--- config.mk ---
export PLATFORM = sky130hd
export DESIGN_NAME = rcs_reset_cause
export DESIGN_NICKNAME = d
export VERILOG_FILES = /design/src/rtl/rcs_pkg.sv /design/src/rtl/rcs_delay_timer.sv /design/src/rtl/rcs_ahb_slave.sv /design/src/rtl/rcs_reset_cause.sv
export SDC_FILE = /design/constraint.sdc
export NUM_CORES = 1
export LEC_CHECK = 0
export BUFFER_PORTS_ARGS = -buffer_cell sky130_fd_sc_hd__buf_2
export CAP_MARGIN = 15
export CORE_ASPECT_RATIO = 1.25
export CORE_UTILIZATION = 25
export DETAILED_ROUTE_END_ITERATION = 8
export REMOVE_ABC_BUFFERS = 1
export SLEW_MARGIN = 20
export SYNTH_ARGS = -nofsm -noshare
export SYNTH_HDL_FRONTEND = slang
export SYNTH_SLANG_ARGS = --single-unit
--- constraint.sdc ---
create_clock -name hclk -period 2.91 [get_ports hclk]
set_input_delay 0.291 -clock hclk [delete_from_list [all_inputs] [get_ports hclk]]
set_output_delay 0.291 -clock hclk [all_outputs]
set_load 0.03 [all_outputs]
--- src/rtl/rcs_pkg.sv ---
// Purpose: shared constants and types of the reset cause block
// Assumes: one clock, hclk at 25 MHz; oscillator period equals hclk period
// Notes: register offsets are byte addresses of aligned 32-bit words
`default_nettype none
package rcs_pkg;
	// ************************************************************
	// register map
	// ************************************************************
	localparam logic [7:0] ADDR_FLAGS  = 8'h00;
	localparam logic [7:0] ADDR_STATUS = 8'h04;
	localparam logic [7:0] ADDR_IRQCTL = 8'h08;
	localparam logic [7:0] ADDR_OPTION = 8'h0c;
	localparam logic [7:0] ADDR_CFG    = 8'h10;
	localparam logic [7:0] ADDR_SEQ    = 8'h14;
	localparam logic [7:0] ADDR_NONE   = 8'hff;
	localparam int FLG_BOR       = 0;
	localparam int FLG_POR       = 1;
	localparam int FLG_AUX       = 2;
	localparam int STATUS_PWRDN  = 3;
	localparam int STATUS_TMO    = 4;
	localparam int IRQCTL_GLB_EN = 7;
	localparam int CFG_PUT_EN_N  = 0;
	localparam int CFG_BOREN   = 1;
	localparam int CFG_OSC_LSB = 2;
	// ************************************************************
	// reset values
	// ************************************************************
	localparam logic [2:0] FLG_RST      = 3'h4;
	localparam logic [7:0] STATUS_RST   = 8'h18;
	localparam logic [4:0] ST_HI_PWR    = 5'h03;
	localparam logic [4:0] ST_HI_MSLP   = 5'h02;
	localparam logic [4:0] ST_HI_WDT    = 5'h01;
	localparam logic [2:0] ST_BANK_RST  = 3'h0;
	localparam logic [6:0] IRQCTL_H_RST = 7'h00;
	localparam logic [7:0] IRQCTL_RST   = 8'h00;
	localparam logic [7:0] OPTION_RST   = 8'hff;
	localparam logic [7:0] CFG_RST      = 8'h00;
	localparam int PC_W = 13;
	localparam logic [PC_W-1:0] PC_RESET   = 13'h0000;
	localparam logic [PC_W-1:0] PC_IRQ_VEC = 13'h0004;
	// ************************************************************
	// timing
	// ************************************************************
	localparam int CNT_W            = 16;
	localparam int CLK_PERIOD_NS    = 40;
	localparam int CPU_START_MIN_NS = 5000;
	localparam int CPU_START_CYC    = (CPU_START_MIN_NS + CLK_PERIOD_NS - 1) / CLK_PERIOD_NS;
	localparam int XST_PERIODS      = 1024;
	localparam int PWRT_NS          = 64000;
	localparam int PWRT_CYC         = (PWRT_NS + CLK_PERIOD_NS - 1) / CLK_PERIOD_NS;
	localparam logic [CNT_W-1:0] CPU_CNT  = CNT_W'(CPU_START_CYC);
	localparam logic [CNT_W-1:0] XST_CNT  = CNT_W'(XST_PERIODS);
	localparam logic [CNT_W-1:0] PWRT_CNT = CNT_W'(PWRT_CYC);
	// ************************************************************
	// types
	// ************************************************************
	typedef enum logic [1:0] {OSC_XTAL, OSC_RC, OSC_SEC, OSC_RSVD} rcs_osc_t;
	typedef enum logic [2:0] {
		SEQ_BOOT, SEQ_PWRT, SEQ_XST, SEQ_CPU, SEQ_REL, SEQ_RUN, SEQ_SLEEP
	} rcs_seq_t;
	typedef enum logic [2:0] {
		KIND_POR, KIND_BOR, KIND_PIN, KIND_PIN_SLP, KIND_WDT, KIND_WAKE_WDT,
		KIND_WAKE_IRQ
	} rcs_kind_t;
	typedef struct packed {
		logic por;
		logic bor;
		logic wdt;
		logic irq_wake;
		logic sleep;
	} rcs_evt_t;
	typedef struct packed {
		logic            hold;
		logic            pc_load;
		logic [PC_W-1:0] pc_value;
	} rcs_cpu_t;
	typedef struct packed {
		logic        pend;
		logic        write;
		logic [7:0]  addr;
		logic        ready;
		logic        resp;
		logic [31:0] rdata;
	} rcs_bus_t;
	typedef struct packed {
		logic             busy;
		logic             done;
		logic [CNT_W-1:0] cnt;
	} rcs_tmr_t;
	typedef struct packed {
		rcs_seq_t  seq;
		rcs_kind_t kind;
		logic      pin_low;
		logic [2:0] flags;
		logic [7:0] status;
		logic [7:0] irqctl;
		logic [7:0] option;
		logic [7:0] cfg;
		rcs_cpu_t  cpu;
	} rcs_top_t;
endpackage
`default_nettype wire

--- src/rtl/rcs_delay_timer.sv ---
// Purpose: down counter for start-up delays
// Assumes: load count is at least one
// Notes: done pulses count cycles after the load edge
`timescale 1ns/1ps
`default_nettype none
module rcs_delay_timer (
	// clock and reset
	input  wire logic                      hclk,
	input  wire logic                      hresetn,
	// control
	input  wire logic                      load,
	input  wire logic [rcs_pkg::CNT_W-1:0] count,
	// status
	output logic                           busy,
	output logic                           done
);
	import rcs_pkg::*;

	rcs_tmr_t st_reg;
	rcs_tmr_t st_next;

	always_comb begin
		st_next = st_reg;
		st_next.done = 1'b0;
		if (load) begin
			// a reload cancels a pending expiry
			st_next.busy = 1'b1;
			st_next.cnt = count;
		end else if (st_reg.busy) begin
			if (st_reg.cnt <= CNT_W'(1)) begin
				st_next.busy = 1'b0;
				st_next.done = 1'b1;
			end else begin
				st_next.cnt = st_reg.cnt - CNT_W'(1);
			end
		end
	end

	always_ff @(posedge hclk or negedge hresetn) begin
		if (!hresetn) begin
			st_reg <= '0;
		end else begin
			st_reg <= st_next;
		end
	end

	assign busy = st_reg.busy;
	assign done = st_reg.done;
endmodule
`default_nettype wire

--- src/rtl/rcs_ahb_slave.sv ---
// Purpose: AHB-Lite slave front end with one wait state
// Assumes: single word transfers only
// Notes: addresses with haddr[31:8] nonzero or misaligned decode to ADDR_NONE
`timescale 1ns/1ps
`default_nettype none
module rcs_ahb_slave (
	// clock and reset
	input  wire logic        hclk,
	input  wire logic        hresetn,
	// ahb-lite
	input  wire logic        hsel,
	input  wire logic [31:0] haddr,
	input  wire logic [1:0]  htrans,
	input  wire logic        hwrite,
	input  wire logic [31:0] hwdata,
	input  wire logic        hready,
	output logic [31:0]      hrdata,
	output logic             hreadyout,
	output logic             hresp,
	// register side
	output logic             wr_stb,
	output logic [7:0]       rw_addr,
	output logic [31:0]      wr_data,
	input  wire logic [31:0] rd_data
);
	import rcs_pkg::*;

	rcs_bus_t st_reg;
	rcs_bus_t st_next;

	always_comb begin
		st_next = st_reg;
		if (st_reg.pend) begin
			// wait state gives read data a register stage
			st_next.pend = 1'b0;
			st_next.ready = 1'b1;
			if (!st_reg.write) begin
				st_next.rdata = rd_data;
			end
		end else if (hsel && htrans[1] && hready) begin
			st_next.pend = 1'b1;
			st_next.ready = 1'b0;
			st_next.write = hwrite;
			st_next.addr = (haddr[31:8] == 24'h000000 && haddr[1:0] == 2'h0) ?
				haddr[7:0] : ADDR_NONE;
		end
	end

	always_ff @(posedge hclk or negedge hresetn) begin
		if (!hresetn) begin
			st_reg <= '{pend: 1'b0, write: 1'b0, addr: ADDR_NONE, ready: 1'b1,
				resp: 1'b0, rdata: 32'h00000000};
		end else begin
			st_reg <= st_next;
		end
	end

	assign hrdata = st_reg.rdata;
	assign hreadyout = st_reg.ready;
	assign hresp = st_reg.resp;
	assign wr_stb = st_reg.pend && st_reg.write;
	assign rw_addr = st_reg.addr;
	assign wr_data = hwdata;
endmodule
`default_nettype wire

--- src/rtl/rcs_reset_cause.sv ---
// Purpose: reset cause flags, start-up delays and reset values of core registers
// Assumes: event inputs are one-cycle pulses synchronous to hclk
// Notes: hresetn acts as a power-on reset and runs the full start-up delay
// Functional notes
// - brown-out flag is bit 0; a brown-out reset clears it
// - with brown-out reset disabled the brown-out flag carries no meaning
// - power-on flag in bit 1, cleared only by power-on; software sets it
// - crystal: power-up timer plus 1024 periods if enable low, else 1024
// - rc modes: power-up timer if enabled, otherwise CPU start-up delay
// - CPU start-up delay always follows power-on, brown-out and wake-up
// - power-on sets time-out and power-down flags to one
// - time-out and power-down flags encode which reset or wake-up occurred
// - every reset loads PC with zero; wake-up continues at PC plus one
// - interrupt wake-up with global enable set loads vector 0004h
// - status register takes the tabled value for each reset kind
// - flags read 10x after power-on, 1u0 after brown-out, else unchanged
// - resets force interrupt control bits 7:1 and the option register; wake-ups do not
// - oscillator start-up count begins when the power-up timer expires
`timescale 1ns/1ps
`default_nettype none
module rcs_reset_cause #(
	parameter logic [rcs_pkg::CNT_W-1:0] PWRT_CYCLES = rcs_pkg::PWRT_CNT
) (
	// clock and reset
	input  wire logic                     hclk,
	input  wire logic                     hresetn,
	// ahb-lite
	input  wire logic                     hsel,
	input  wire logic [31:0]              haddr,
	input  wire logic [1:0]               htrans,
	input  wire logic                     hwrite,
	input  wire logic [2:0]               hsize,
	input  wire logic [31:0]              hwdata,
	input  wire logic                     hready,
	output logic [31:0]                   hrdata,
	output logic                          hreadyout,
	output logic                          hresp,
	// reset and wake sources
	input  wire rcs_pkg::rcs_evt_t        evt,
	input  wire logic                     master_clear_pin_n,
	input  wire logic [rcs_pkg::PC_W-1:0] pc_now,
	// cpu control
	output var rcs_pkg::rcs_cpu_t         cpu
);
	import rcs_pkg::*;

	// ************************************************************
	// state and wiring
	// ************************************************************
	rcs_top_t         st_reg;
	rcs_top_t         st_next;
	logic             wr_stb;
	logic [7:0]       rw_addr;
	logic [31:0]      wr_data;
	logic [31:0]      rd_data;
	logic             t_load;
	logic [CNT_W-1:0] t_cnt;
	logic             t_busy;
	logic             t_done;
	logic             restart;
	logic             bor_en;
	logic             put_en_n;
	rcs_osc_t         osc;

	assign bor_en  = st_reg.cfg[CFG_BOREN];
	assign put_en_n = st_reg.cfg[CFG_PUT_EN_N];
	assign osc     = rcs_osc_t'(st_reg.cfg[CFG_OSC_LSB +: 2]);

	// ************************************************************
	// helpers
	// ************************************************************
	function automatic rcs_seq_t power_seq(logic en_n, rcs_osc_t o);
		if (!en_n && (o == OSC_XTAL || o == OSC_RC)) begin
			return SEQ_PWRT;
		end
		if (o == OSC_XTAL) begin
			return SEQ_XST;
		end
		return SEQ_CPU;
	endfunction

	function automatic rcs_seq_t wake_seq(rcs_osc_t o);
		return (o == OSC_XTAL) ? SEQ_XST : SEQ_CPU;
	endfunction

	function automatic rcs_seq_t after_delay(rcs_seq_t s, rcs_osc_t o);
		if (s == SEQ_PWRT && o == OSC_XTAL) begin
			return SEQ_XST;
		end
		if (s == SEQ_PWRT || s == SEQ_XST) begin
			return SEQ_CPU;
		end
		return SEQ_RUN;
	endfunction

	function automatic logic [CNT_W-1:0] delay_cnt(rcs_seq_t s);
		if (s == SEQ_PWRT) begin
			return PWRT_CYCLES;
		end
		return (s == SEQ_XST) ? XST_CNT : CPU_CNT;
	endfunction

	function automatic logic is_reset(rcs_kind_t k);
		return k != KIND_WAKE_WDT && k != KIND_WAKE_IRQ;
	endfunction

	function automatic rcs_top_t hw_reset(rcs_top_t s, rcs_kind_t k);
		rcs_top_t r;
		r = s;
		r.kind = k;
		unique case (k)
			KIND_POR: begin
				r.flags[FLG_POR] = 1'b0;
				r.flags[FLG_AUX] = 1'b1;
				r.status[7:3] = ST_HI_PWR;
			end
			KIND_BOR: begin
				r.flags[FLG_BOR] = 1'b0;
				r.flags[FLG_AUX] = 1'b1;
				r.status[7:3] = ST_HI_PWR;
			end
			KIND_PIN: r.status[7:5] = ST_BANK_RST;
			KIND_PIN_SLP: r.status[7:3] = ST_HI_MSLP;
			KIND_WDT: r.status[7:3] = ST_HI_WDT;
			KIND_WAKE_WDT: begin
				r.status[STATUS_TMO] = 1'b0;
				r.status[STATUS_PWRDN] = 1'b0;
			end
			KIND_WAKE_IRQ: begin
				r.status[STATUS_TMO] = 1'b1;
				r.status[STATUS_PWRDN] = 1'b0;
			end
		endcase
		if (is_reset(k)) begin
			r.irqctl[7:1] = IRQCTL_H_RST;
			r.option = OPTION_RST;
		end
		return r;
	endfunction

	function automatic logic [PC_W-1:0] pc_for(rcs_kind_t k, logic global_irq_enable,
		logic [PC_W-1:0] pc);
		if (k == KIND_WAKE_IRQ && global_irq_enable) begin
			return PC_IRQ_VEC;
		end
		if (!is_reset(k)) begin
			return pc + PC_W'(1);
		end
		return PC_RESET;
	endfunction

	// ************************************************************
	// bus and timer
	// ************************************************************
	rcs_ahb_slave u_bus (
		.hclk      (hclk),
		.hresetn   (hresetn),
		.hsel      (hsel),
		.haddr     (haddr),
		.htrans    (htrans),
		.hwrite    (hwrite),
		.hwdata    (hwdata),
		.hready    (hready),
		.hrdata    (hrdata),
		.hreadyout (hreadyout),
		.hresp     (hresp),
		.wr_stb    (wr_stb),
		.rw_addr   (rw_addr),
		.wr_data   (wr_data),
		.rd_data   (rd_data)
	);

	rcs_delay_timer u_tmr (
		.hclk    (hclk),
		.hresetn (hresetn),
		.load    (t_load),
		.count   (t_cnt),
		.busy    (t_busy),
		.done    (t_done)
	);

	// reads see the block's own state; unmapped reads are zero
	always_comb begin
		rd_data = 32'h00000000;
		case (rw_addr)
			ADDR_FLAGS: rd_data[2:0] = st_reg.flags;
			ADDR_STATUS: rd_data[7:0] = st_reg.status;
			ADDR_IRQCTL: rd_data[7:0] = st_reg.irqctl;
			ADDR_OPTION: rd_data[7:0] = st_reg.option;
			ADDR_CFG: rd_data[7:0] = st_reg.cfg;
			ADDR_SEQ: rd_data[7:0] = {t_busy, st_reg.kind, 1'b0, st_reg.seq};
			default: rd_data = 32'h00000000;
		endcase
	end

	// ************************************************************
	// sequencer
	// ************************************************************
	always_comb begin
		st_next = st_reg;
		restart = 1'b0;
		st_next.cpu.pc_load = 1'b0;
		st_next.pin_low = !master_clear_pin_n;
		// software first, so a reset in the same cycle overrides it
		if (wr_stb) begin
			case (rw_addr)
				ADDR_FLAGS: st_next.flags = st_reg.flags | wr_data[2:0];
				ADDR_STATUS: begin
					st_next.status[7:5] = wr_data[7:5];
					st_next.status[2:0] = wr_data[2:0];
				end
				ADDR_IRQCTL: st_next.irqctl = wr_data[7:0];
				ADDR_OPTION: st_next.option = wr_data[7:0];
				ADDR_CFG: st_next.cfg = wr_data[7:0];
				default: st_next.cfg = st_reg.cfg;
			endcase
		end
		if (evt.por || st_reg.seq == SEQ_BOOT) begin
			st_next = hw_reset(st_next, KIND_POR);
			st_next.seq = power_seq(put_en_n, osc);
			restart = 1'b1;
		end else if (evt.bor && bor_en) begin
			st_next = hw_reset(st_next, KIND_BOR);
			st_next.seq = power_seq(put_en_n, osc);
			restart = 1'b1;
		end else if (st_next.pin_low && !st_reg.pin_low) begin
			// during a start-up delay the delay keeps running
			if (st_reg.seq == SEQ_SLEEP) begin
				st_next = hw_reset(st_next, KIND_PIN_SLP);
				st_next.seq = SEQ_REL;
			end else if (st_reg.seq == SEQ_RUN || st_reg.seq == SEQ_REL) begin
				st_next = hw_reset(st_next, KIND_PIN);
				st_next.seq = SEQ_REL;
			end
		end else begin
			unique case (st_reg.seq)
				SEQ_PWRT, SEQ_XST, SEQ_CPU: begin
					if (t_done) begin
						st_next.seq = after_delay(st_reg.seq, osc);
					end
				end
				SEQ_REL: st_next.seq = SEQ_RUN;
				SEQ_RUN: begin
					if (evt.wdt) begin
						st_next = hw_reset(st_next, KIND_WDT);
						st_next.seq = SEQ_REL;
					end else if (evt.sleep && !st_reg.pin_low) begin
						st_next.seq = SEQ_SLEEP;
						st_next.status[STATUS_TMO] = 1'b1;
						st_next.status[STATUS_PWRDN] = 1'b0;
					end
				end
				SEQ_SLEEP: begin
					if (evt.wdt || evt.irq_wake) begin
						st_next = hw_reset(st_next,
							evt.wdt ? KIND_WAKE_WDT : KIND_WAKE_IRQ);
						st_next.seq = wake_seq(osc);
					end
				end
				SEQ_BOOT: st_next.seq = SEQ_BOOT;
			endcase
		end
		t_load = (st_next.seq == SEQ_PWRT || st_next.seq == SEQ_XST ||
			st_next.seq == SEQ_CPU) && (restart || st_next.seq != st_reg.seq);
		t_cnt = delay_cnt(st_next.seq);
		// the pin holds the core even after all delays have expired
		st_next.cpu.hold = st_next.seq != SEQ_RUN || st_next.pin_low;
		if (st_reg.cpu.hold && !st_next.cpu.hold) begin
			st_next.cpu.pc_load = 1'b1;
			st_next.cpu.pc_value = pc_for(st_next.kind,
				st_next.irqctl[IRQCTL_GLB_EN], pc_now);
		end
	end

	always_ff @(posedge hclk or negedge hresetn) begin
		if (!hresetn) begin
			st_reg <= '{seq: SEQ_BOOT, kind: KIND_POR, pin_low: 1'b0,
				flags: FLG_RST, status: STATUS_RST, irqctl: IRQCTL_RST,
				option: OPTION_RST, cfg: CFG_RST,
				cpu: '{hold: 1'b1, pc_load: 1'b0, pc_value: PC_RESET}};
		end else begin
			st_reg <= st_next;
		end
	end

	assign cpu = st_reg.cpu;
endmodule
`default_nettype wire

# ---- After elaboration in Yosys (flattened, before gate mapping)
# Index checks and enable logic that the tools add are counted.
dict set report word_totals {
  reg_bits 94
  latchBits 0
  ramBits 0
  rom_bits 0
  output_inout_bits 49
  elab_cells 196
  n_memories 0
}
dict set report op_classes {
  n_addsub 2
  n_mul 0
  div_mod_pow 0
  magnitude_cmp 1
  eq_ne 33
  n_shift 0
  mux 93
  bitwise 3
  reduce_logical 44
}
# op n
set ops {}
lappend ops {{$mux W57} 6}
lappend ops {{$pmux W54 S2} 1}
lappend ops {{$mux W16} 4}
lappend ops {{$mux W13} 4}
lappend ops {{$mux W3} 17}
lappend ops {{$mux W8} 5}
lappend ops {{$mux W1} 39}
lappend ops {{$mux W39} 1}
lappend ops {{$mux W27} 1}
lappend ops {{$pmux W5 S5} 1}
lappend ops {{$logic_not A24 Y1} 1}
lappend ops {{$mux W11} 2}
lappend ops {{$eq A3 B3 Y1 const B} 7}
lappend ops {{$eq A3 B2 Y1 const B} 6}
lappend ops {{$mux W18} 1}
lappend ops {{$pmux W3 S6} 1}
lappend ops {{$eq A8 B4 Y1 const B} 2}
lappend ops {{$eq A8 B5 Y1 const B} 2}
lappend ops {{$le A16 B1 Y1 const B} 1}
lappend ops {{$sub A16 B1 Y16 const B} 1}
lappend ops {{$ne A3 B3 Y1 const B} 5}
lappend ops {{$pmux W3 S5} 1}
lappend ops {{$logic_and A1 B1 Y1} 14}
lappend ops {{$mux W14} 1}
lappend ops {{29 further kinds} 52}

# ---- Depth between registers and ports, before layout
# Gate-level depths: netlist of the first run.
dict set report depth {
  word_depth 31
  ltp_mapped 11
  mapped_depth_nobuf 8
}

# ---- By module
# From an unflattened synthesis of the first run, not the netlist that was laid out.
dict set report hier_totals {
  hier_cells 683
  hier_area_um2 6991.7
}
# module n_inst cells_each area_per_inst_um2
set by_module_without_submodules {}
lappend by_module_without_submodules {rcs_reset_cause 1 351 3402.0}
lappend by_module_without_submodules {rcs_ahb_slave 1 196 2431.1}
lappend by_module_without_submodules {rcs_delay_timer 1 136 1158.6}

# ---- Least setup slack after synthesis of the first run
# Ideal clock, no wire load.
dict set report synth_timing {
  path_kind {register to register}
  startpoint {reg st_reg[55] in the netlist's numbering}
  endpoint {reg st_reg, in the netlist cpu[10]}
  setup_time_ns 0.092
  t_arrival_ns 2.154
  t_required_ns 2.818
  slack_ns 0.664
  stages_incl_launch_ff 10
  path_cell_list {dfrtp_1 buf_6 or3_4 and2_4 buf_6 a211o_2 or2_1 buf_6 buf_6 o31ai_2}
}
dict set report synth_via {
  elab_chain_len 21
}
# element line_no
set synth_lines {}
lappend synth_lines {{start, declared} rcs_reset_cause.sv:50} ;# rcs_top_t st_reg;
lappend synth_lines {{start signal, assigned} rcs_reset_cause.sv:277} ;# st_reg <= '{seq: SEQ_BOOT, kind: KIND_POR, pin_low: 1'b0,
lappend synth_lines {{start signal, assigned} rcs_reset_cause.sv:282} ;# st_reg <= st_next;
lappend synth_lines {{$eq A3 B1 Y1 or $eq A3 B2 Y1 (tied branches)} {rcs_reset_cause.sv:87, rcs_reset_cause.sv:90, rcs_reset_cause.sv:236}}
lappend synth_lines {{$logic_or A1 B1 Y1} rcs_reset_cause.sv:90} ;# if (s == SEQ_PWRT || s == SEQ_XST) begin
lappend synth_lines {{$mux W1 (2 in a row)} rcs_reset_cause.sv:90}
lappend synth_lines {{$mux W1} rcs_reset_cause.sv:238} ;# if (t_done) begin
lappend synth_lines {{$mux W1} rcs_reset_cause.sv:236} ;# unique case (st_reg.seq)
lappend synth_lines {{$mux W1} rcs_reset_cause.sv:226} ;# end else if (st_next.pin_low && !st_reg.pin_low) begin
lappend synth_lines {{$mux W1} rcs_reset_cause.sv:222} ;# end else if (evt.bor && bor_en) begin
lappend synth_lines {{$mux W1} rcs_reset_cause.sv:218} ;# if (evt.por || st_reg.seq == SEQ_BOOT) begin
lappend synth_lines {{(+4 left out)} n/a}
lappend synth_lines {{$mux W57} rcs_reset_cause.sv:226}
lappend synth_lines {{$mux W57} rcs_reset_cause.sv:222}
lappend synth_lines {{$mux W57 (*)} rcs_reset_cause.sv:218}
lappend synth_lines {{$ne A3 B3 Y1} rcs_reset_cause.sv:267} ;# st_next.cpu.hold = st_next.seq != SEQ_RUN || st_next.pin_low;
lappend synth_lines {{$logic_or A1 B1 Y1} rcs_reset_cause.sv:267}
lappend synth_lines {{$logic_not A1 Y1} rcs_reset_cause.sv:268} ;# if (st_reg.cpu.hold && !st_next.cpu.hold) begin
lappend synth_lines {{$logic_and A1 B1 Y1} rcs_reset_cause.sv:268}
lappend synth_lines {{$mux W14} rcs_reset_cause.sv:268}
# Every way passes the cells marked *; elsewhere a longest branch is shown, timed or not. The select of a mux whose other input is x is not followed.
# A chain may end at the register's enable or synchronous reset.

# ---- Final worst setup path of the first run
dict set report layout_timing {
  startpoint {reg st_reg[55] in the netlist's numbering}
  endpoint {reg st_reg, in the netlist cpu[5]}
}
# The elaborated chain is that of the path after synthesis.

==> report_table.html, run 1 <==
<table>
<tr><th>Metric</th><th>Value</th></tr>
<tr><th colspan="2">Run status</th></tr>
<tr><td>Run status</td><td>complete, no violations</td></tr>
<tr><th colspan="2">STA</th></tr>
<tr><td>Number of endpoints failing setup at the final stage</td><td>0</td></tr>
<tr><td>Final clock period utilization by the worst path</td><td>90.24%</td></tr>
<tr><td>Achievable clock frequency</td><td>roughly 0.38 GHz</td></tr>
<tr><td>Transition time of the tightest slew-check pin</td><td>between 0.7 and 0.8 ns</td></tr>
<tr><td>RSZ-0062 raised after global routing</td><td>no</td></tr>
<tr><td>Maximum clock skew at final layout</td><td>between 0.01 and 0.015 ns</td></tr>
<tr><td>Worst rel slew slack</td><td>between 50% and 60%</td></tr>
<tr><td>Minimum clock period</td><td>about 2.6 ns</td></tr>
<tr><td>Final number of max-transition violations</td><td>0</td></tr>
<tr><td>Final count of hold timing violations</td><td>0</td></tr>
<tr><td>Worst-case setup margin in the final layout</td><td>0.2839 ns</td></tr>
<tr><td>Final-layout worst hold slack</td><td>0.1557 ns</td></tr>
<tr><td>Aggregate negative setup slack</td><td>0 ns</td></tr>
<tr><th colspan="2">Clock tree</th></tr>
<tr><td>Clk Tree Root Cell</td><td>sky130_fd_sc_hd__clkbuf_16</td></tr>
<tr><td>Later-pin clock latency in the skew report</td><td>roughly 0.35 ns</td></tr>
<tr><td>Post-CTS Hold Fix Bufs</td><td>1</td></tr>
<tr><td>Number of clock buffers inserted by TritonCTS</td><td>9</td></tr>
<tr><td>Clock tree from TritonCTS</td><td>yes</td></tr>
<tr><td>Setup repair bufs after CTS</td><td>0</td></tr>
<tr><td>Number of gates given a new drive strength after cts</td><td>0</td></tr>
<tr><td>Sink Count</td><td>94</td></tr>
<tr><td>Bufs on Longest Clock Path</td><td>2</td></tr>
<tr><td>H-tree lvl count</td><td>3</td></tr>
<tr><td>Clock-pin slew reported for the worst setup and hold paths after clock tree synthesis</td><td>roughly 0.07 ns</td></tr>
<tr><th colspan="2">Synth</th></tr>
<tr><td>Post-synthesis async set-or-reset flop share</td><td>100.0%</td></tr>
<tr><td>Syn_area_per_cell</td><td>9.880 um2</td></tr>
<tr><td>Sequential cell area fraction in the yosys report</td><td>45.17%</td></tr>
<tr><td>Area share of the leading cell type in the synthesized netlist</td><td>a little over a third</td></tr>
<tr><td>Number of synthesized register bits</td><td>94</td></tr>
<tr><td>Synth area leaders</td><td>sky130_fd_sc_hd__dfrtp_1 (35%), sky130_fd_sc_hd__dfstp_2 (10%), sky130_fd_sc_hd__buf_4 (7.1%), sky130_fd_sc_hd__mux2i_1 (4.8%), sky130_fd_sc_hd__o21ai_0 (3.4%)</td></tr>
<tr><td>Synth Flop Type</td><td>sky130_fd_sc_hd__dfrtp_1</td></tr>
<tr><td>Total of warnings raised by yosys</td><td>0</td></tr>
<tr><td>Number of enable-type register cells in the synthesized netlist</td><td>0</td></tr>
<tr><td>Area leader, netlist</td><td>sky130_fd_sc_hd__dfrtp_1</td></tr>
<tr><td>Synth cell types</td><td>65</td></tr>
<tr><td>Count of mapped cells out of synthesis</td><td>around 530</td></tr>
<tr><td>Mapped Area</td><td>around 0.0053 mm2</td></tr>
<tr><th colspan="2">Global routing</th></tr>
<tr><td>Wire length of the first global-routing pass</td><td>~20 mm</td></tr>
<tr><td>Number of antenna violations at the first check in global routing</td><td>0</td></tr>
<tr><td>Global-route usage over all layers</td><td>between 10% and 20%</td></tr>
<tr><td>Vias in the first global route</td><td>3809</td></tr>
<tr><td>Maximum number of pins on one net before global-route repair</td><td>83</td></tr>
<tr><td>Total overflow reported by the global router</td><td>0</td></tr>
<tr><th colspan="2">Die</th></tr>
<tr><td>I/O Pins</td><td>142</td></tr>
<tr><td>Core area</td><td>0.02074 mm2</td></tr>
<tr><td>X dimension of the die</td><td>between 100 and 150 um</td></tr>
<tr><td>DIE HEIGHT</td><td>about 160 um</td></tr>
<tr><td>Initial Util</td><td>between 20% and 30%</td></tr>
<tr><td>Die footprint</td><td>between 0.02 and 0.025 mm2</td></tr>
<tr><td>Standard-cell rows</td><td>59</td></tr>
<tr><th colspan="2">Setup path</th></tr>
<tr><td>Setup CP Type</td><td>reg2reg</td></tr>
<tr><td>CP endpoint kind</td><td>flop</td></tr>
<tr><td>Worst-path maximum fanout</td><td>15</td></tr>
<tr><td>Worst path required time</td><td>3.16 ns</td></tr>
<tr><td>Critical path launch point type</td><td>flop</td></tr>
<tr><td>Endpoint arrival time on the critical path</td><td>around 2.9 ns</td></tr>
<tr><th colspan="2">Route</th></tr>
<tr><td>DRC violations left</td><td>0</td></tr>
<tr><td>Routed wire length per instance</td><td>14.29 um</td></tr>
<tr><td>Number of iterations in the first detailed-routing pass</td><td>4</td></tr>
<tr><td>Number of nets with antenna violations after routing</td><td>0</td></tr>
<tr><td>Detailed-route wire length</td><td>around 13 mm</td></tr>
<tr><td>Number of DRC violations after detailed-routing iteration 0</td><td>277</td></tr>
<tr><td>Average via count per standard cell</td><td>about 4.5</td></tr>
<tr><td>Vias after detailed routing</td><td>4009</td></tr>
<tr><th colspan="2">Pwr</th></tr>
<tr><td>Max rail drop VDD</td><td>between 0.2 and 0.3 mV</td></tr>
<tr><td>Leakage</td><td>approximately 0.0027 uW</td></tr>
<tr><td>PD cells</td><td>469.7 mW/mm2</td></tr>
<tr><th colspan="2">Placement</th></tr>
<tr><td>Pre-CTS setup slack</td><td>~0.30 ns</td></tr>
<tr><td>Routability-driven placement congestion ratio</td><td>~0.80</td></tr>
<tr><td>Post-detailed-placement cell area</td><td>0.005807 mm2</td></tr>
<tr><td>Input/output buffers</td><td>just under 90</td></tr>
<tr><td>Estimated wirelength of the detail-placed design</td><td>9.431 mm</td></tr>
<tr><th colspan="2">Flow run</th></tr>
<tr><td>Max-cap check violation count</td><td>0</td></tr>
<tr><th colspan="2">Hold path</th></tr>
<tr><td>Hold crit path type</td><td>in2reg</td></tr>
<tr><th colspan="2">Final layout</th></tr>
<tr><td>Largest register FFs</td><td>38</td></tr>
<tr><td>Antenna cell count</td><td>0</td></tr>
<tr><td>Finished Cell Area</td><td>0.006095 mm2</td></tr>
<tr><td>Filler instances</td><td>~2200</td></tr>
<tr><td>Share of cells above drive strength 1</td><td>~29%</td></tr>
<tr><td>Area growth from synthesis to layout</td><td>15.73%</td></tr>
<tr><td>Final Net Count</td><td>701</td></tr>
</table>
[Yosys cell counts (all sizes together), types with 3 or more instances]
| cell | number |
|---|---|
| xnor2 | 17 |
| or4 | 3 |
| nor2 | 46 |
| mux2i | 25 |
| nor2b | 6 |
| xor2 | 9 |
| a311oi | 3 |
| clkbuf | 10 |
| o21ai | 39 |
| and2 | 3 |
| or2 | 3 |
| inv | 11 |
| nand2 | 43 |
| mux2 | 12 |
| dfrtp | 73 |
| o21a | 4 |
| or3 | 5 |
| a221o | 4 |
| nor3 | 13 |
| ha | 3 |
| o211ai | 3 |
| dfstp | 21 |
| buf | 61 |
| o22a | 6 |
| o31ai | 14 |
| nor4 | 13 |
| a21oi | 17 |
| a221oi | 6 |
| o2bb2ai | 4 |
| and3 | 9 |
| nand3 | 15 |
| nand2b | 5 |
| a211oi | 4 |
[worst paths after layout]
kind | slack [ns] | cells past startpoint | to | startpoint
setup / recovery | 0.28 | 6 | cpu[5]$_DFFE_PN0P_ | st_reg[55]$_DFF_PN0_
hold / removal | 0.16 | 2 | u_bus.rw_addr[6]$_DFFE_PN1P_ | haddr[6]
setup reg to reg | 0.28 | 6 | cpu[5]$_DFFE_PN0P_ | st_reg[55]$_DFF_PN0_
hold reg to reg | 0.48 | 2 | u_bus.hrdata[4]$_DFFE_PN0P_ | u_bus.hrdata[4]$_DFFE_PN0P_
max in group asynchronous | 1.85 | 3 | st_reg[29]$_DFF_PN1_ | hresetn
min in group asynchronous | 0.33 | 2 | u_bus.hrdata[4]$_DFFE_PN0P_ | hresetn
[cells by family after synthesis]
kind of cell | count (synthesis) | synth area share (%)
AOI/OAI and AO/OA | 118 | 16.16
and+or+nand+nor | 172 | 16.16
buffers and inverters | 82 | 10.10
xor gates and xnor gates | 26 | 4.324
muxes | 37 | 7.318
DFF | 94 | 45.17
other | 1 | 0.07121
adders and majority gates | 3 | 0.7128
[layout make-up]
class	count	area [um2]	share of cell area, %
clock buffers	12	246.5	4.044
clock inverters	4	31.28	0.5132
inverters	11	41.29	0.6775
multi-input cells	381	2446	40.14
flip-flops and latches	94	2379	39.03
well taps	274	342.8	5.625
repair buffers	108	608.1	9.977
[critical path, stage by stage (launching register included)]
cell                       delay (ns)
sky130_fd_sc_hd__dfrtp_1         0.66
sky130_fd_sc_hd__o211a_1         0.22
sky130_fd_sc_hd__o21ai_0         0.10
sky130_fd_sc_hd__a211oi_1        0.26
sky130_fd_sc_hd__or3b_2          0.47
sky130_fd_sc_hd__or2_1           0.49
sky130_fd_sc_hd__o31ai_2         0.32
[cells in the final DEF, fill, tap and decap left out, types with 13 or more instances in the layout]
master / count
sky130_fd_sc_hd__nand2_1: 42
sky130_fd_sc_hd__buf_4: 19
sky130_fd_sc_hd__nand3_1: 15
sky130_fd_sc_hd__buf_2: 87
sky130_fd_sc_hd__nor2_1: 46
sky130_fd_sc_hd__o21ai_0: 36
sky130_fd_sc_hd__xnor2_1: 17
sky130_fd_sc_hd__dfstp_2: 21
sky130_fd_sc_hd__conb_1: 25
sky130_fd_sc_hd__nor4_1: 13
sky130_fd_sc_hd__a21oi_1: 16
sky130_fd_sc_hd__dfrtp_1: 73
sky130_fd_sc_hd__mux2i_1: 25
[per-stage QoR]
step	std cells	power, uW	util [%]
floorplan	486	1609	-
global placement	867	1768	27.99
detailed placement	867	1770	27.99
CTS	884	2898	29.38
global route	884	2984	29.38
finish	884	2863	29.38
[power breakdown]
group | total, uW | switching, uW | internal, uW
combinational | 350 | 225 | 125
clock | 1120 | 508 | 610
sequential | 1390 | 46.7 | 1350
total | 2860 | 779 | 2080
[layer usage]
| metal | GRT usage (%) | up-vias | share of wire [%] |
|---|---|---|---|
| met5 | 0 | - | 0 |
| met4 | 3.700 | 0 | 1.2 |
| met3 | 2.623 | 11 | 5.1 |
| met2 | 19.75 | 118 | 48 |
| met1 | 14.84 | 1899 | 45 |
| li1 | - | 1981 | - |
Power figures use the tool's default switching activity.
==> run 2, diff against run 1 <==
Settings changed: CTS_BUF_LIST set to sky130_fd_sc_hd__clkbuf_16.
==> run 2 against run 1 <==
  * Maximum frequency shrank 0.33%
  * Clock-buffer cell count decreased by 3
  * Final area fell by 0.16%
  * Global-route usage about the same
  * Highest routed layer unchanged
==> report_table.html, run 2 (synthesis gave the netlist of run 1 again) <==
<table>
<tr><th>Metric</th><th>Value</th></tr>
<tr><th colspan="2">Pwr</th></tr>
<tr><td>Clock Power Share</td><td>about two fifths</td></tr>
<tr><td>Max rail drop VDD</td><td>around 0.29 mV</td></tr>
<tr><td>Leakage</td><td>between 0.002 and 0.003 uW</td></tr>
<tr><td>PD cells</td><td>~460 mW/mm2</td></tr>
<tr><td>Power Internal</td><td>2050 uW</td></tr>
<tr><td>NetSw</td><td>777.3 uW</td></tr>
<tr><td>Proportion of total power due to net switching</td><td>about 27%</td></tr>
<tr><td>Combinational group share of total power</td><td>roughly an eighth</td></tr>
<tr><td>Share of total power in sequential cells</td><td>between 40% and 50%</td></tr>
<tr><th colspan="2">Setup path</th></tr>
<tr><td>Depth of the worst register-to-register path</td><td>6</td></tr>
<tr><td>Delay-heaviest family, CP</td><td>simple AND/OR/NAND/NOR gates</td></tr>
<tr><td>Endpoint arrival time on the critical path</td><td>2.89 ns</td></tr>
<tr><td>Number of buffer and inverter instances along the worst setup path</td><td>0</td></tr>
<tr><td>Worst setup path start</td><td>st_reg[55]$_DFF_PN0_</td></tr>
<tr><td>CP endpoint kind</td><td>flop</td></tr>
<tr><td>Reg-to-Reg End</td><td>cpu[5]$_DFFE_PN0P_</td></tr>
<tr><td>Slack of the worst reg-to-reg path</td><td>between 0.2 and 0.3 ns</td></tr>
<tr><td>Worst-path maximum fanout</td><td>15</td></tr>
<tr><td>Worst path required time</td><td>~3.2 ns</td></tr>
<tr><td>CP endpoint</td><td>cpu[5]$_DFFE_PN0P_</td></tr>
<tr><td>Crit path depth</td><td>6</td></tr>
<tr><td>Delay contributed by the slowest stage of the critical path</td><td>0.66 ns</td></tr>
<tr><td>Setup CP Type</td><td>reg2reg</td></tr>
<tr><td>Reg-to-Reg Start</td><td>st_reg[55]$_DFF_PN0_</td></tr>
<tr><td>CP cell instances</td><td>o211a_1, o21ai_0, a211oi_1, or3b_2, or2_1, o31ai_2</td></tr>
<tr><td>Critical path launch point type</td><td>flop</td></tr>
<tr><td>Crit-path slowest cell</td><td>sky130_fd_sc_hd__dfrtp_1</td></tr>
<tr><th colspan="2">Placement</th></tr>
<tr><td>Estimated wirelength of the detail-placed design</td><td>~9.4 mm</td></tr>
<tr><td>Post-Place Cells</td><td>867</td></tr>
<tr><td>Routability-driven placement congestion ratio</td><td>between 0.8 and 0.9</td></tr>
<tr><td>Input/output buffers</td><td>88</td></tr>
<tr><td>Post-detailed-placement cell area</td><td>~0.0058 mm2</td></tr>
<tr><th colspan="2">Route</th></tr>
<tr><td>DRC violations left</td><td>0</td></tr>
<tr><td>Number of DRC violations after detailed-routing iteration 0</td><td>approximately 280</td></tr>
<tr><td>Detailed-route wire length</td><td>12.62 mm</td></tr>
<tr><td>Number of nets with antenna violations after routing</td><td>0</td></tr>
<tr><td>Number of iterations in the first detailed-routing pass</td><td>4</td></tr>
<tr><td>Average via count per standard cell</td><td>about 4.5</td></tr>
<tr><td>Routed wire length per instance</td><td>approximately 14 um</td></tr>
<tr><td>Vias after detailed routing</td><td>approximately 4000</td></tr>
<tr><th colspan="2">Final layout</th></tr>
<tr><td>Area growth from synthesis to layout</td><td>15.54%</td></tr>
<tr><td>Final cell count without fillers</td><td>~880</td></tr>
<tr><td>Finished Cell Area</td><td>0.006085 mm2</td></tr>
<tr><td>Antenna cell count</td><td>0</td></tr>
<tr><td>Leading cell types in the layout, fill and taps excluded</td><td>sky130_fd_sc_hd__buf_2 (87), sky130_fd_sc_hd__dfrtp_1 (73), sky130_fd_sc_hd__nor2_1 (46)</td></tr>
<tr><td>Share of cells above drive strength 1</td><td>around 28%</td></tr>
<tr><td>Most common library cell in the layout ignoring fill and taps</td><td>sky130_fd_sc_hd__buf_2</td></tr>
<tr><td>Largest register FFs</td><td>38</td></tr>
<tr><td>Core utilization of the finished layout</td><td>around 29%</td></tr>
<tr><td>Final Net Count</td><td>between 700 and 800</td></tr>
<tr><th colspan="2">Die</th></tr>
<tr><td>I/O Pins</td><td>~140</td></tr>
<tr><td>Standard-cell rows</td><td>a little under 60</td></tr>
<tr><td>X dimension of the die</td><td>~130 um</td></tr>
<tr><td>Core area</td><td>about 0.021 mm2</td></tr>
<tr><td>Die footprint</td><td>around 0.022 mm2</td></tr>
<tr><td>DIE HEIGHT</td><td>164.3 um</td></tr>
<tr><td>Initial Util</td><td>about a quarter</td></tr>
<tr><th colspan="2">Clock tree</th></tr>
<tr><td>Clock tree from TritonCTS</td><td>yes</td></tr>
<tr><td>Later-pin clock latency in the skew report</td><td>around 0.35 ns</td></tr>
<tr><td>Sink Count</td><td>94</td></tr>
<tr><td>Bufs on Longest Clock Path</td><td>2</td></tr>
<tr><td>Number of clock buffers inserted by TritonCTS</td><td>9</td></tr>
<tr><td>Clk Tree Root Cell</td><td>sky130_fd_sc_hd__clkbuf_16</td></tr>
<tr><td>Clock-pin slew reported for the worst setup and hold paths after clock tree synthesis</td><td>approximately 0.070 ns</td></tr>
<tr><td>H-tree lvl count</td><td>3</td></tr>
<tr><th colspan="2">STA</th></tr>
<tr><td>Final count of hold timing violations</td><td>0</td></tr>
<tr><td>Achievable clock frequency</td><td>0.3795 GHz</td></tr>
<tr><td>Final clock period utilization by the worst path</td><td>roughly 91%</td></tr>
<tr><td>RSZ-0062 raised after global routing</td><td>no</td></tr>
<tr><td>Final number of max-transition violations</td><td>0</td></tr>
<tr><td>Number of endpoints failing setup at the final stage</td><td>0</td></tr>
<tr><td>Minimum clock period</td><td>2.635 ns</td></tr>
<tr><td>Worst rel slew slack</td><td>~51%</td></tr>
<tr><td>Aggregate negative setup slack</td><td>0 ns</td></tr>
<tr><td>Transition time of the tightest slew-check pin</td><td>between 0.7 and 0.8 ns</td></tr>
<tr><td>Maximum clock skew at final layout</td><td>around 0.014 ns</td></tr>
<tr><th colspan="2">Global routing</th></tr>
<tr><td>Number of antenna violations at the first check in global routing</td><td>0</td></tr>
<tr><td>Vias in the first global route</td><td>approximately 3800</td></tr>
<tr><td>Maximum number of pins on one net before global-route repair</td><td>between 80 and 90</td></tr>
<tr><td>Global-route usage over all layers</td><td>approximately an eighth</td></tr>
<tr><td>Wire length of the first global-routing pass</td><td>between 15 and 20 mm</td></tr>
<tr><td>Total overflow reported by the global router</td><td>0</td></tr>
<tr><th colspan="2">Hold path</th></tr>
<tr><td>Hold wc startpoint</td><td>haddr[6]</td></tr>
<tr><td>Hold crit path type</td><td>in2reg</td></tr>
<tr><th colspan="2">Run status</th></tr>
<tr><td>Run status</td><td>complete, no violations</td></tr>
<tr><th colspan="2">Flow run</th></tr>
<tr><td>Max-cap check violation count</td><td>0</td></tr>
</table>
run 2: cell types whose count changed in the layout (fill, tap and decap cells not counted):
cell / change
sky130_fd_sc_hd__clkbuf_1: -2
sky130_fd_sc_hd__inv_1: +2
sky130_fd_sc_hd__clkbuf_8: -1
sky130_fd_sc_hd__clkinv_1: +1
run 2: per-stage QoR:
| step | total power [uW] | hold slack [ns] | setup WS (ns) |
|---|---|---|---|
| 6_report | 2827 | 0.1567 | 0.2752 |
| 5_1_grt | 2950 | 0.1581 | 0.1360 |
| 3_3_place_gp | 1768 | 0.1523 | 0.3031 |
| 3_5_place_dp | 1770 | 0.1531 | 0.3022 |
| 2_1_floorplan | 1609 | -0.004591 | 0.5262 |
| 4_1_cts | 2864 | 0.1459 | 0.2934 |
run 2: power groups by stage:
stage	clock network, uW	registers [uW]	logic, uW
2_1_floorplan	0	1410	196
3_3_place_gp	0	1420	350
3_5_place_dp	0	1420	352
4_1_cts	1120	1390	354
5_1_grt	1160	1400	386
6_report	1080	1400	350
run 2: worst min-delay path by stage:
stage                                   endpoint  slack, ns  cells past startpoint
floorplan                     bor_en$_DFFE_PN0P_     -0.005                      0
global placement     u_bus.hrdata[7]$_DFFE_PN0P_       0.15                      1
detailed placement   u_bus.hrdata[7]$_DFFE_PN0P_       0.15                      1
CTS                         st_reg[51]$_DFF_PN0_       0.15                      2
global route                  cpu[0]$_DFFE_PN0P_       0.16                      2
finish              u_bus.rw_addr[6]$_DFFE_PN1P_       0.16                      2
run 2: worst reg2reg max path, stage by stage, from the launching register on:
cell,delay [ns]
sky130_fd_sc_hd__dfrtp_1,0.66
sky130_fd_sc_hd__o211a_1,0.22
sky130_fd_sc_hd__o21ai_0,0.10
sky130_fd_sc_hd__a211oi_1,0.27
sky130_fd_sc_hd__or3b_2,0.47
sky130_fd_sc_hd__or2_1,0.49
sky130_fd_sc_hd__o31ai_2,0.33
run 2: area by class of cell:
type | instances | area, um2
Sequential cell | 94 | 2379
Timing Repair Buffer | 108 | 608.1
Fill cell | 2154 | 14660
Clock buffer | 9 | 225.2
Multi-Input combinational cell | 381 | 2446
Tap cell | 274 | 342.8
Inverter | 11 | 41.29
Clock inverter | 7 | 42.54
run 2: routing by layer:
layer / up-vias / GRT usage (%) / routed length [um]
li1: 1981 / - / -
met1: 1911 / 14.84 / 5732
met2: 115 / 19.72 / 6081
met3: 12 / 2.623 / 662
met4: 0 / 3.700 / 147
met5: - / 0 / 0
run 2: repair_timing:
action,4_1_cts,5_1_grt
gates resized for setup,0,0
setup buffers,0,0
hold endpoints to repair,4,0
setup endpoints to repair,0,0
hold buffers,1,0
